## src/rxq_pkg.sv

```systemverilog
// Package for the receive buffer block: constants, state numbers and carrier structs.
// Assumes a single 20 MHz core clock domain.
package rxq_pkg;
  localparam int unsigned FIFO_BYTES   = 128;
  localparam int unsigned CNT_W        = 8;
  localparam int unsigned DATA_W       = 8;
  localparam int unsigned STAGE_DEPTH  = 16;
  localparam int unsigned CLK_HZ       = 20000000;
  localparam int unsigned SIGLVL_US    = 128;
  localparam int unsigned SIGLVL_CYC   = (SIGLVL_US * (CLK_HZ / 1000000));
  localparam int unsigned CORR_SYMS    = 8;
  localparam logic [6:0]  CORR_ZERO    = 7'h00;
  localparam logic [7:0]  BYTE_ZERO    = 8'h00;
  localparam logic [7:0]  SIG_MIN      = 8'h80;
  localparam logic [6:0]  THR_RESET    = 7'h40;
  localparam logic        CRC_GOOD     = 1'b1;
  // State numbers of the radio state machine
  localparam logic [5:0] ST_IDLE       = 6'h00;
  localparam logic [5:0] ST_RX_CAL     = 6'h02;
  localparam logic [5:0] ST_SFD_FIRST  = 6'h03;
  localparam logic [5:0] ST_SFD_LAST   = 6'h06;
  localparam logic [5:0] ST_RX_FIRST   = 6'h07;
  localparam logic [5:0] ST_RX_LAST    = 6'h0d;
  localparam logic [5:0] ST_RX2RX      = 6'h0e;
  localparam logic [5:0] ST_BUF_RESET  = 6'h10;
  localparam logic [5:0] ST_RX_OVF     = 6'h11;
  localparam logic [5:0] ST_TX_CAL     = 6'h20;
  localparam logic [5:0] ST_TX_FIRST   = 6'h22;
  localparam logic [5:0] ST_TX_LAST    = 6'h26;
  localparam logic [5:0] ST_TX_FINAL   = 6'h27;
  localparam logic [5:0] ST_TX_TRANSIT = 6'h28;
  localparam logic [5:0] ST_ACK_CAL    = 6'h30;
  localparam logic [5:0] ST_ACK_FIRST  = 6'h31;
  localparam logic [5:0] ST_ACK_LAST   = 6'h36;
  localparam logic [5:0] ST_ACK_DELAY  = 6'h37;
  localparam logic [5:0] ST_TX_UNDER   = 6'h38;
  localparam logic [5:0] ST_TX_SHUT_A  = 6'h1a;
  localparam logic [5:0] ST_TX_SHUT_B  = 6'h39;

  typedef enum logic [3:0] {
    RD_NONE  = 4'b0001,
    RD_HOST  = 4'b0010,
    RD_COPY  = 4'b0100,
    RD_MOVE  = 4'b1000
  } rxq_rd_e;

  // One received byte from the demodulator
  typedef struct packed {
    logic [7:0] data;
    logic       last;   // final payload byte before checksum
    logic       hdr;    // header byte, counted only after acceptance
  } rxq_byte_s;

  // Byte handed out by a read instruction
  typedef struct packed {
    logic [7:0] data;
    logic       to_host;
    logic       to_ram;
  } rxq_out_s;

  typedef struct packed {
    logic [5:0] number;
    logic       tx_busy;
    logic       rx_busy;
  } rxq_state_s;
endpackage : rxq_pkg

```

## src/rxq_stage_fifo.sv

```systemverilog
// Small valid/ready FIFO staging received bytes ahead of the frame buffer.
// Assumes one clock; flush empties it in one cycle.
`timescale 1ns/1ps
`default_nettype none
module rxq_stage_fifo #(
  parameter int unsigned WIDTH = 10,
  parameter int unsigned DEPTH = 16
) (
  // Clock and reset
  input  wire logic             core_clk,
  input  wire logic             nrst,
  input  wire logic             flush,
  // Fill side
  input  wire logic             in_valid,
  input  wire logic [WIDTH-1:0] in_data,
  output logic                  in_ready,
  // Drain side
  output logic                  out_valid,
  output logic [WIDTH-1:0]      out_data,
  input  wire logic             out_ready
);
  localparam int unsigned AW = $clog2(DEPTH);
  logic [WIDTH-1:0] mem [DEPTH];
  logic [AW-1:0]    wr_r;
  logic [AW-1:0]    rd_r;
  logic [AW:0]      cnt_r;
  logic             push;
  logic             pop;

  assign in_ready  = (cnt_r != DEPTH[AW:0]);
  assign out_valid = (cnt_r != '0);
  assign out_data  = mem[rd_r];
  assign push      = in_valid && in_ready;
  assign pop       = out_valid && out_ready;

  always_ff @(posedge core_clk)
  begin
    if (push)
    begin
      mem[wr_r] <= in_data;
    end
  end

  always_ff @(posedge core_clk or negedge nrst)
  begin
    if (!nrst)
    begin
      wr_r  <= '0;
      rd_r  <= '0;
      cnt_r <= '0;
    end
    else if (flush)
    begin
      wr_r  <= '0;
      rd_r  <= '0;
      cnt_r <= '0;
    end
    else
    begin
      if (push)
      begin
        wr_r <= (wr_r == AW'(DEPTH - 1)) ? '0 : wr_r + 1'b1;
      end
      if (pop)
      begin
        rd_r <= (rd_r == AW'(DEPTH - 1)) ? '0 : rd_r + 1'b1;
      end
      cnt_r <= cnt_r + {{AW{1'b0}}, push} - {{AW{1'b0}}, pop};
    end
  end
endmodule : rxq_stage_fifo
`default_nettype wire

```

## src/rxq_top.sv

```systemverilog
// Receive frame buffer with status flags, signal level and state number outputs.
// Assumes the serial host port decodes instructions into one-cycle strobes here.
//
// Summary of operation
// - Buffer holds frames up to 128 bytes
// - Byte count and flags expose fill level
// - Three read instructions: host, copy, move
// - Head peek returns oldest byte, no removal
// - Flush empties buffer, clears flags, errors
// - Nonempty high when bytes, low after overrun
// - Threshold flag when valid count exceeds threshold
// - Filtering excludes header until frame accepted
// - Frame end raises threshold; read drops it
// - Full write: overrun event, flags, halt reception
// - Stored frames stay readable during overrun
// - Rejected frame may still cause overrun
// - Read from empty raises empty-read event
// - Empty-read suppressed on simultaneous byte write
// - Signal level: signed dB, 128 us average
// - Level valid after 8 symbols enabled
// - Energy scan holds peak, else latest
// - Seven bit correlation over eight symbols
// - Receive state numbers and receive-busy flag
// - Transmit state numbers with transmit-busy flag
// - Auto checksum replaces checksum with status
// - Checksum-good bit one when correct
`timescale 1ns/1ps
`default_nettype none
module rxq_top
  import rxq_pkg::*;
#(
  parameter int unsigned DEPTH       = FIFO_BYTES,
  parameter int unsigned STAGE       = STAGE_DEPTH,
  parameter int unsigned LEVEL_CYCLES = SIGLVL_CYC
) (
  // Clock and reset
  input  wire logic       core_clk,
  input  wire logic       nrst,
  // Received byte stream
  input  wire rxq_byte_s  rx_byte,
  input  wire logic       rx_byte_valid,
  output logic            rx_byte_ready,
  input  wire logic       frame_accepted,
  input  wire logic       frame_rejected,
  input  wire logic       checksum_ok,
  // Host instructions
  input  wire rxq_rd_e    read_cmd,
  input  wire logic       receive_flush_strobe,
  input  wire logic [6:0] threshold_value,
  input  wire logic       frame_filter_enable,
  input  wire logic       auto_checksum,
  // Buffer outputs
  output rxq_out_s        read_out,
  output logic            read_out_valid,
  output logic [7:0]      head_peek,
  output logic [7:0]      rx_byte_count,
  output logic            io_pin_one,
  output logic            io_pin_two,
  output logic            rx_overflow_event,
  output logic            rx_underflow_event,
  // Signal quality
  input  wire logic       rx_enable,
  input  wire logic [7:0] power_sample,
  input  wire logic       power_sample_valid,
  input  wire logic       energy_scan,
  input  wire logic [6:0] corr_sample,
  input  wire logic       corr_sample_valid,
  output logic [7:0]      signal_level,
  output logic            signal_level_valid,
  output logic [6:0]      correlation,
  // Radio state
  input  wire logic [5:0] radio_state,
  output rxq_state_s      state_number_register
);
  localparam int unsigned AW = $clog2(DEPTH);
  localparam int unsigned SW = $bits(rxq_byte_s);
  localparam int unsigned LW = $clog2(LEVEL_CYCLES + 1);

  logic [7:0]    mem [DEPTH];
  logic [AW-1:0] wr_r;
  logic [AW-1:0] rd_r;
  logic [AW:0]   cnt_r;
  logic [AW:0]   hold_r;      // header bytes not yet accepted
  logic          ovf_r;
  logic          eof_r;       // frame-end flag holding threshold flag until the next read
  logic          hdr_run_r;
  logic          tail_r;      // appending status byte pending
  rxq_byte_s     stg_data;
  logic          stg_valid;
  logic          stg_ready;
  logic          wr_en;
  logic [7:0]    wr_byte;
  logic          rd_en;
  logic          full;
  logic [AW:0]   valid_cnt;
  logic [AW:0]   cnt_nxt;
  logic [AW:0]   hold_nxt;
  logic [LW-1:0] lvl_cnt_r;
  logic [10:0]   pwr_acc_r;
  logic [2:0]    pwr_n_r;
  logic [9:0]    corr_acc_r;
  logic [3:0]    corr_n_r;
  logic [7:0]    avg_pwr;

  rxq_stage_fifo #(.WIDTH(SW), .DEPTH(STAGE)) u_stage (
    .core_clk  (core_clk),
    .nrst      (nrst),
    .flush     (receive_flush_strobe),
    .in_valid  (rx_byte_valid && !ovf_r),
    .in_data   (rx_byte),
    .in_ready  (rx_byte_ready),
    .out_valid (stg_valid),
    .out_data  (stg_data),
    .out_ready (stg_ready)
  );

  // Drain stalls for the status tail; overrun stops reception
  assign stg_ready = !ovf_r && !tail_r && !receive_flush_strobe;
  assign full      = (cnt_r == DEPTH[AW:0]);
  // Auto checksum: last payload byte is followed by status, not checksum
  assign wr_en     = !ovf_r && !receive_flush_strobe && !full && (tail_r || stg_valid);
  assign wr_byte   = tail_r ? {checksum_ok, correlation} : stg_data.data;
  // Overrun keeps stored bytes readable
  assign rd_en     = (read_cmd != RD_NONE) && (cnt_r != '0) && !receive_flush_strobe;
  assign valid_cnt = cnt_r - hold_r;

  // Buffer write and read pointers
  always_ff @(posedge core_clk)
  begin
    if (wr_en)
    begin
      mem[wr_r] <= wr_byte;
    end
  end

  always_ff @(posedge core_clk or negedge nrst)
  begin
    if (!nrst)
    begin
      wr_r <= '0;
      rd_r <= '0;
    end
    else if (receive_flush_strobe)
    begin
      wr_r <= '0;
      rd_r <= '0;
    end
    else
    begin
      if (wr_en)
      begin
        wr_r <= (wr_r == AW'(DEPTH - 1)) ? '0 : wr_r + 1'b1;
      end
      if (rd_en)
      begin
        rd_r <= (rd_r == AW'(DEPTH - 1)) ? '0 : rd_r + 1'b1;
      end
    end
  end

  always_comb
  begin
    cnt_nxt  = cnt_r + {{AW{1'b0}}, wr_en} - {{AW{1'b0}}, rd_en};
    hold_nxt = hold_r;
    if (frame_accepted || !frame_filter_enable)
    begin
      hold_nxt = '0;
    end
    else if (wr_en && !tail_r && stg_data.hdr)
    begin
      hold_nxt = hold_r + 1'b1;
    end
    // Reads consume accepted bytes first; never let hold exceed count
    if (hold_nxt > cnt_nxt)
    begin
      hold_nxt = cnt_nxt;
    end
  end

  always_ff @(posedge core_clk or negedge nrst)
  begin
    if (!nrst)
    begin
      cnt_r     <= '0;
      hold_r    <= '0;
      tail_r    <= 1'b0;
      hdr_run_r <= 1'b0;
    end
    else if (receive_flush_strobe)
    begin
      cnt_r     <= '0;
      hold_r    <= '0;
      tail_r    <= 1'b0;
      hdr_run_r <= 1'b0;
    end
    else
    begin
      cnt_r     <= cnt_nxt;
      hold_r    <= hold_nxt;
      hdr_run_r <= frame_rejected ? 1'b0 : hdr_run_r;
      if (wr_en && tail_r)
      begin
        tail_r <= 1'b0;
      end
      else if (wr_en && stg_data.last && auto_checksum)
      begin
        tail_r <= 1'b1;
      end
    end
  end

  // Overrun: byte arrives with buffer full, even for a later-rejected frame
  always_ff @(posedge core_clk or negedge nrst)
  begin
    if (!nrst)
    begin
      ovf_r             <= 1'b0;
      rx_overflow_event <= 1'b0;
    end
    else if (receive_flush_strobe)
    begin
      ovf_r             <= 1'b0;
      rx_overflow_event <= 1'b0;
    end
    else
    begin
      rx_overflow_event <= !ovf_r && full && !rd_en && (stg_valid || tail_r);
      if (!ovf_r && full && !rd_en && (stg_valid || tail_r))
      begin
        ovf_r <= 1'b1;
      end
    end
  end

  // Empty read event, not when a byte lands in the same cycle
  always_ff @(posedge core_clk or negedge nrst)
  begin
    if (!nrst)
    begin
      rx_underflow_event <= 1'b0;
    end
    else
    begin
      rx_underflow_event <= (read_cmd != RD_NONE) && (cnt_r == '0) && !wr_en && !receive_flush_strobe;
    end
  end

  // Frame-end flag: set wins over read clear
  always_ff @(posedge core_clk or negedge nrst)
  begin
    if (!nrst)
    begin
      eof_r <= 1'b0;
    end
    else if (receive_flush_strobe)
    begin
      eof_r <= 1'b0;
    end
    else if (wr_en && (auto_checksum ? tail_r : stg_data.last))
    begin
      eof_r <= 1'b1;
    end
    else if (rd_en)
    begin
      eof_r <= 1'b0;
    end
  end

  // Status outputs track next-cycle count so they move with the access
  always_ff @(posedge core_clk or negedge nrst)
  begin
    if (!nrst)
    begin
      io_pin_one     <= 1'b0;
      io_pin_two     <= 1'b0;
      rx_byte_count  <= BYTE_ZERO;
      head_peek      <= BYTE_ZERO;
      read_out       <= '0;
      read_out_valid <= 1'b0;
    end
    else
    begin
      rx_byte_count  <= receive_flush_strobe ? BYTE_ZERO : 8'(cnt_nxt);
      io_pin_one     <= (cnt_nxt != '0) && !(ovf_r || rx_overflow_event) && !receive_flush_strobe;
      io_pin_two     <= !receive_flush_strobe &&
                        ((ovf_r || rx_overflow_event) ||
                         ((cnt_nxt - hold_nxt) > (AW + 1)'(threshold_value)) ||
                         (wr_en && (auto_checksum ? tail_r : stg_data.last)) ||
                         (eof_r && !rd_en));
      // Peek shows the oldest byte; no pointer moves
      head_peek      <= (cnt_r == '0) ? BYTE_ZERO : mem[rd_r];
      read_out_valid <= rd_en;
      read_out.data  <= mem[rd_r];
      read_out.to_host <= (read_cmd == RD_HOST) || (read_cmd == RD_COPY);
      read_out.to_ram  <= (read_cmd == RD_COPY) || (read_cmd == RD_MOVE);
    end
  end

  // Signal level over 8 samples, valid after enable window
  // Full new window average; the partial sum would let the peak sag
  assign avg_pwr = 8'(($signed(pwr_acc_r + {{3{power_sample[7]}}, power_sample})) >>> 3);
  always_ff @(posedge core_clk or negedge nrst)
  begin
    if (!nrst)
    begin
      lvl_cnt_r          <= '0;
      pwr_acc_r          <= '0;
      pwr_n_r            <= '0;
      signal_level       <= SIG_MIN;
      signal_level_valid <= 1'b0;
    end
    else if (!rx_enable)
    begin
      lvl_cnt_r          <= '0;
      pwr_acc_r          <= '0;
      pwr_n_r            <= '0;
      signal_level_valid <= 1'b0;
    end
    else
    begin
      if (lvl_cnt_r != LW'(LEVEL_CYCLES))
      begin
        lvl_cnt_r <= lvl_cnt_r + 1'b1;
      end
      signal_level_valid <= (lvl_cnt_r == LW'(LEVEL_CYCLES));
      if (power_sample_valid)
      begin
        pwr_n_r   <= pwr_n_r + 1'b1;
        pwr_acc_r <= (pwr_n_r == 3'h7) ? '0 : pwr_acc_r + {{3{power_sample[7]}}, power_sample};
        if (pwr_n_r == 3'h7)
        begin
          // Peak hold in energy scan, else latest average
          if (!energy_scan || !signal_level_valid || ($signed(avg_pwr) > $signed(signal_level)))
          begin
            signal_level <= avg_pwr;
          end
        end
      end
    end
  end

  // Correlation averaged over eight symbols per frame
  always_ff @(posedge core_clk or negedge nrst)
  begin
    if (!nrst)
    begin
      corr_acc_r  <= '0;
      corr_n_r    <= '0;
      correlation <= CORR_ZERO;
    end
    else if (!rx_enable)
    begin
      corr_acc_r <= '0;
      corr_n_r   <= '0;
    end
    else if (wr_en && !tail_r && stg_data.last)
    begin
      // Frame end rearms the window for the next frame
      corr_acc_r <= '0;
      corr_n_r   <= '0;
    end
    else if (corr_sample_valid && (corr_n_r != 4'(CORR_SYMS)))
    begin
      corr_acc_r <= corr_acc_r + {3'h0, corr_sample};
      corr_n_r   <= corr_n_r + 1'b1;
      if (corr_n_r == 4'(CORR_SYMS - 1))
      begin
        correlation <= 7'((corr_acc_r + {3'h0, corr_sample}) >> 3);
      end
    end
  end

  // State number with busy flags
  always_ff @(posedge core_clk or negedge nrst)
  begin
    if (!nrst)
    begin
      state_number_register <= '0;
    end
    else
    begin
      state_number_register.number  <= radio_state;
      state_number_register.rx_busy <= (radio_state >= ST_RX_CAL) && (radio_state <= ST_BUF_RESET);
      state_number_register.tx_busy <= (radio_state >= ST_TX_CAL) || (radio_state == ST_TX_SHUT_A);
    end
  end
endmodule : rxq_top
`default_nettype wire

```

## config.mk

```make
export PLATFORM = sky130hd
export DESIGN_NAME = rxq_top
export DESIGN_NICKNAME = d
export VERILOG_FILES = /design/src/rxq_pkg.sv /design/src/rxq_stage_fifo.sv /design/src/rxq_top.sv
export SDC_FILE = /design/constraint.sdc
export NUM_CORES = 1
export LEC_CHECK = 0
export ABC_CLOCK_PERIOD_IN_PS = 19800
export BUFFER_PORTS_ARGS = -buffer_cell sky130_fd_sc_hd__buf_4
export CAP_MARGIN = 30
export CORE_MARGIN = 3
export CORE_UTILIZATION = 66
export DETAILED_ROUTE_END_ITERATION = 12
export PLACE_DENSITY = 0.83
export RECOVER_POWER = 100
export SETUP_SLACK_MARGIN = 0.5
export SLEW_MARGIN = 20
export SYNTH_ARGS = -nofsm -noshare
export SYNTH_HDL_FRONTEND = slang
export SYNTH_SLANG_ARGS = --single-unit
```

## constraint.sdc

```tcl
create_clock -name core_clk -period 19.8 [get_ports core_clk]
set_clock_uncertainty 0.1 [all_clocks]
set_input_delay 1.98 -clock core_clk [delete_from_list [all_inputs] [get_ports core_clk]]
set_output_delay 1.98 -clock core_clk [all_outputs]
set_load 0.005 [all_outputs]
```

; ---- After elaboration in Yosys (flattened, before gate mapping)
; Memories as Yosys holds them, arrays and structs flattened.
; Cells that the tools add are included.
[totals]
out_inout_bits = 56
word_cells = 184
mem_count = 2
in_bits = 55
mem_bits_rw = 1184
regBits = 133
[op_classes]
add_sub_neg = 15
order_cmp = 6
muxes = 48
reduce_logical = 63
n_eq_ne = 19
bitwise = 1
[memory_table]
columns = memory, depth, width, rd, rd_clocked_by_memory_dff, wr, line
row1 = mem, 128, 8, 1, 0, 1, rxq_top.sv:79  ; logic [7:0] mem [DEPTH];
row2 = u_stage.mem, 16, 10, 1, 0, 1, rxq_stage_fifo.sv:23  ; logic [WIDTH-1:0] mem [DEPTH];
[op_table]
columns = cell, count
row1 = $mux W8, 7
row2 = $mux W7, 6
row3 = $mux W4, 9
row4 = $mux W11, 3
row5 = $mux W10, 3
row6 = $logic_and A1 B1 Y1, 29
row7 = $mux W12, 2
row8 = $gt A8 B8 Y1, 2
row9 = $reduce_bool A8 Y1, 2
row10 = $mux W1, 15
row11 = $add A7 B1 Y7 const B, 2
row12 = $eq A7 B7 Y1 const B, 2
row13 = $add A12 B1 Y12 const B, 1
row14 = $add A4 B1 Y4 const B, 3
row15 = $eq A12 B12 Y1 const B, 1
row16 = $eq A4 B4 Y1 const B, 3
row17 = $ne A12 B12 Y1 const B, 1
row18 = $add A11 B11 Y11, 1
row19 = $logic_or A1 B1 Y1, 11
row20 = $add A10 B7 Y10, 1
row21 = $logic_not A1 Y1, 10
row22 = $reduce_bool A2 Y1, 5
row23 = $add A8 B1 Y8, 1
row24 = $add A8 B1 Y8 const B, 1
row25 = 26 further kinds, 31

; ---- Depth between registers and ports, before layout
[logic_depth]
depth_word = 16
mapped_depth = 40
mapped_depth_nobuf = 39

; ---- Hierarchy
; Synthesis repeated with hierarchy kept, for this count alone.
[unflattened]
hier_cells = 2743
area_unflattened_um2 = 53498.8
[by_module_without_submodules]
columns = mod, cells_per_inst, seq_area_each_um2, n_inst, area_each_um2
row1 = rxq_top, 2353, 33753.6, 1, 46449.5
row2 = rxq_stage_fifo, 390, 5129.9, 1, 7049.3

; ---- Least setup slack after synthesis
; No wires, ideal clock.
[synth_path]
path_kind = in2reg
from = input port read_cmd[3]
to = register io_pin_two
path_buffers = 1
cell_stages = 34
t_arrival_ns = 8.104
setup_ns = 0.111
slack_ns = 11.485
required_ns = 19.589
path_cell_list = nor4b_1 -> nor3_1 -> ha_1 -> inv_1 -> ha_1 -> fa_1 -> a21oi_1 -> o21bai_1 -> a21oi_1 -> o21bai_1 -> xnor2_1 -> ha_1 -> nand3_1 -> a21oi_1 -> nor4_2 -> o41ai_4 -> nand2_4 -> buf_6 -> mux2i_1 -> ha_1 -> inv_1 -> fa_1 -> a21oi_1 -> nor2_1 -> nor2_1 -> o21bai_1 -> a21oi_1 -> xnor2_1 -> ha_1 -> nand4_1 -> o211ai_1 -> o2111ai_1 -> and4b_1 -> a2111oi_2
[synth_via]
elab_chain_len = 12
word_cells_on_any_way = 14
cone_classes = 2 x add/sub / 2 x order compare / 1 x eq/ne / 1 x mux / 8 x reduce/logical
[synth_rtl]
columns = item, line
row1 = "start, declared", rxq_top.sv:47  ; input wire rxq_rd_e read_cmd,
row2 = $ne A4 B1 Y1 (*), rxq_top.sv:124  ; assign rd_en = (read_cmd != RD_NONE) && (cnt_r != '0) && !receive_flush_strobe;
row3 = $logic_and A1 B1 Y1 (*) (2 in a row), rxq_top.sv:124
row4 = via rd_en, rxq_top.sv:93  ; logic rd_en;
row5 = $sub A8 B1 Y8, rxq_top.sv:163  ; cnt_nxt = cnt_r + {{AW{1'b0}}, wr_en} - {{AW{1'b0}}, rd_en};
row6 = $gt A8 B8 Y1, rxq_top.sv:174  ; if (hold_nxt > cnt_nxt)
row7 = $mux W8, rxq_top.sv:174
row8 = $sub A8 B8 Y8, rxq_top.sv:287  ; ((cnt_nxt - hold_nxt) > (AW + 1)'(threshold_value)) ||
row9 = $gt A8 B7 Y1, rxq_top.sv:287
row10 = $logic_or A1 B1 Y1, rxq_top.sv:286  ; ((ovf_r || rx_overflow_event) ||
row11 = $logic_or A1 B1 Y1, rxq_top.sv:287
row12 = $logic_or A1 B1 Y1 (*), rxq_top.sv:288  ; (wr_en && (auto_checksum ? tail_r : stg_data.last)) ||
row13 = $logic_and A1 B1 Y1 (*), rxq_top.sv:285  ; io_pin_two <= !receive_flush_strobe &&
row14 = "end signal, assigned", rxq_top.sv:285
row15 = "end, declared", rxq_top.sv:58  ; output logic io_pin_two,
; Mark *: on every way through the listed nets, which the timed path passes. The rest lies on a longest branch.
; A chain may end at the register's enable or synchronous reset.

; ---- Worst setup path in the final report
[layout_path]
from = input port receive_flush_strobe
to = register io_pin_two
[layout_via]
elab_chain_len = 16
word_cells_on_any_way = 22
cone_classes = 3 x add/sub / 2 x order compare / 3 x mux / 14 x reduce/logical
[layout_rtl]
columns = item, line
row1 = "start, declared", rxq_top.sv:48  ; input wire logic receive_flush_strobe,
row2 = $logic_not A1 Y1 (*), "rxq_top.sv:121, rxq_top.sv:124, rxq_top.sv:285"
row3 = "parallel branches: the longest is 14 deep, another holds $add A8 B1 Y8", --
row4 = $logic_and A1 B1 Y1 (*), rxq_top.sv:285
; Mark *: on every way between the ends.

==> summary.md <==
| Metric | Value |
|---|---|
| Sequential area share after synthesis | `0.726` |
| Vias | `~29000` |
| VDD IR max | `104 uV` |
| Sequential group share of total power | `0.432` |
| Syn nets | `2861` |
| Fin crit period | `11.55 ns` |
| Number of remaining DRC errors | `0` |
| Clock power share | `0.296` |
| Initial core utilization | `0.672` |
| Overall Global Routing Usage | `0.318` |
| Kind of cell adding the most delay to the critical path | `compound AO/OA/AOI/OAI gates` |
| WP data required | `approximately 20 ns` |
| Outcome | `complete, but fails checks` |
| Top cells by area, synth | `edfxtp_1, mux4_2, dfrtp_1` |
| R2r endpoint | `head_peek[3]` |
| WHS Path Cells | `2` |
| Initial antenna violation count | `6` |
| FF-to-FF path depth | `10` |
| First-pass GRT wire length | `197 mm` |
| Top FF cell, synth | `edfxtp_1` |
| Synth Register Bits | `roughly 1300` |
| Max incr delay on CP | `roughly 1.7 ns` |
| Dpl hpwl | `73.0 mm` |
| Synth top cells by count | `edfxtp_1, mux4_2, nor2_1` |
| Power share of the combinational group | `0.272` |
| Period utilization | `0.583` |
| Critical Path End Type | `flop` |
| R2R setup slack | `a little over 8 ns` |
| Count leader, synth | `edfxtp_1` |
| Critical Path AT | `between 10 and 15 ns` |
| RR Startpoint | `rd_r[0]` |
| Die Width | `about 290 um` |
| Clock sinks | `about 1300` |
| Cts repair resizes | `0` |
| Post-route ant nets | `0` |
| Avg WL per Cell | `roughly 34 um` |
| Sw Pwr | `roughly 0.0025 W` |
| # Max-Cap Violations | `26` |
| Min-Delay Endpoint | `eof_r` |
| Largest net degree at the start of global routing | `between 100 and 150` |
| DIE AREA | `approximately 85000 um^2` |
| Num rows | `103` |
| Post CTS Setup Buffer Count | `0` |
| TritonCTS Buffers | `131` |
| Clock latency on the worst-skew pair | `approximately 0.73 ns` |
| WHS | `just under 0.4 ns` |
| TritonRoute pass-1 iters | `9` |
| Ys Warns | `0` |
| Worst rel slew slack | `-2.56` |
| Worst hold-check path type | `reg -> reg` |
| GRT Residual Overflow | `0` |
| Ys async rst share | `0.101` |
| Switching share of power | `0.306` |
| CTS tree | `done` |
| CP dominant cell by count | `ha_1` |
| Failing checks | `max-capacitance violations, max-slew violations` |
| PD cells | `139 nW/um^2` |
| Worst Max-Slew Pin Slew | `5.34 ns` |
| Pleak | `between 15 and 20 nW` |
| Cells after Synth | `about 2700` |
| Finish-stage setup viols | `0` |
| Share of cells above drive strength 1 | `0.225` |
| I/O Pins | `111` |
| Clock slew at reported path FFs | `roughly 0.060 ns` |
| Area Overhead vs Synth | `11.3%` |
| Core area | `approximately 80000 um^2` |
| Synth cell types | `73` |
| Critical-path top delay cell | `clkbuf_1` |
| Internal power | `between 0.005 and 0.006 W` |
| Leading area contributor after synthesis | `edfxtp_1` |
| Total wire length | `between 100 and 150 mm` |
| Crit Path Category | `in -> reg` |
| H-tree Lvls | `4` |
| Crit-path max FO | `42` |
| Hold Crit Start | `eof_r` |
| Clk root buf | `clkbuf_16` |
| Final hold vios | `0` |
| Max Fclk | `approximately 0.087 GHz` |
| Final nets | `between 3000 and 4000` |
| Number of buffers added on ports | `109` |
| Max Buffers Root-to-Sink | `3` |
| GPL Wtd Cong | `0.927` |
| Final Instance Area | `a little under 60000 um^2` |
| Post-placement cell area | `55700 um^2` |
| CP Buf/Inv Count | `3` |
| Avg Cell Area, Syn | `~20 um^2` |
| Vias in the first global route | `between 20000 and 30000` |
| Setup TNS | `0 ns` |
| CTS Hold Buffers Added | `0` |
| Synth top area share | `0.664` |
| Final slew viol count | `around 1300` |
| Die Y-Extent | `291 um` |
| Cell Area, Synth | `between 50000 and 60000 um^2` |
| Iter 0 DRT Violations | `4196` |
| Final core occ | `0.748` |
| Vias per inst | `just over 7` |
| Critical path launch point type | `primary input` |
| Number of flops mapped to enable cells by yosys | `1184` |
| RSZ-0062 raised after global routing | `no` |
[cell families (layout without fill, tap and decap cells)]
kind of cell    after synthesis  count (layout)  share of synthesized area
fa+ha+maj                    83              83                     0.0201
other cells                   0               3                          0
simple gates                464             464                     0.0408
compound gates              173             173                     0.0227
buf+inv                     190             471                     0.0142
xor+xnor                     60              60                    0.00982
flops                      1317            1317                      0.726
mux                         436             436                      0.166
[layer usage]
| layer | wire length (um) | up-vias | global-route usage |
|---|---|---|---|
| li1 | - | 11400 | - |
| met1 | 46400 | 14900 | 0.432 |
| met2 | 69100 | 2335 | 0.519 |
| met3 | 15900 | 433 | 0.0704 |
| met4 | 6080 | 6 | 0.118 |
| met5 | 41 | - | 0 |
[placed cells by master (no fill, tap or decap), types with 10 or more instances in the layout]
master	count
nand3_1	30
xor2_1	24
nor3_1	17
a21oi_1	42
mux2i_1	48
clkbuf_4	52
nor2_1	200
bufinv_16	10
edfxtp_1	1184
a22oi_1	11
and3_1	20
nand2_1	97
clkbuf_16	134
clkbuf_1	101
mux4_2	358
clkinv_1	29
inv_1	63
ha_1	78
mux2_2	21
o221ai_1	24
clkinv_2	21
nor2b_1	36
dfrtp_1	128
o21ai_0	29
buf_4	38
xnor2_1	36
nand4_1	12
[worst min-delay path, cell delays in order (launching register included)]
cell and delay (ns):
dfrtp_1 0.35, nand2_1 0.06, nand2_1 0.05
[how the worst max path moves through the flow]
| stage | slack (ns) | depth (start not counted) | startpoint | to |
|---|---|---|---|---|
| 2_1_floorplan | 11.48 | 34 | read_cmd[3] | io_pin_two |
| 3_3_place_gp | 9.58 | 35 | receive_flush_strobe | io_pin_two |
| 3_5_place_dp | 10.19 | 30 | receive_flush_strobe | io_pin_two |
| 4_1_cts | 10.89 | 33 | receive_flush_strobe | io_pin_two |
| 5_1_grt | 6.85 | 10 | rd_r[0] | head_peek[7] |
| 6_report | 8.25 | 32 | receive_flush_strobe | io_pin_two |
[metrics by stage]
step / setup slack [ns] / power [W] / std cells
3_5_place_dp: 10.19 / 0.00573 / 3796
3_3_place_gp: 9.58 / 0.00561 / 3786
2_1_floorplan: 11.48 / 0.00506 / 2723
6_report: 8.25 / 0.00825 / 4057
4_1_cts: 10.89 / 0.00819 / 4032
5_1_grt: 6.85 / 0.00851 / 4054
[layout make-up]
class / count / area (um^2)
clock buffer: 162 / 3470
tap: 1050 / 1310
antenna: 3 / 7.51
inverter: 63 / 236
clock inverter: 74 / 668
sequential: 1317 / 38900
timing repair buffer: 172 / 1110
multi-input combinational: 1216 / 13900
fill: 4153 / 20100
[registers in the layout, indices dropped and copies added (netlist names), 3 cells and up]
signal	cells
correlation	7
wr_r	7
mem	1024
u_stage.cnt_r	5
corr_acc_r	10
pwr_n_r	3
read_out	10
u_stage.rd_r	4
hold_r	8
head_peek	8
pwr_acc_r	11
rx_byte_count	8
corr_n_r	4
u_stage.mem	160
signal_level	8
rd_r	7
u_stage.wr_r	4
lvl_cnt_r	12
state_number_register	8
[power by group through the flow]
| stage | logic, W | clock network, W | registers, W |
|---|---|---|---|
| after floorplan | 0.00146 | 0 | 0.00360 |
| after global placement | 0.00205 | 0 | 0.00357 |
| after detailed placement | 0.00217 | 0 | 0.00356 |
| after CTS | 0.00223 | 0.00245 | 0.00351 |
| after global routing | 0.00237 | 0.00256 | 0.00358 |
| final | 0.00224 | 0.00245 | 0.00356 |
(Power assumes the default switching activity.)
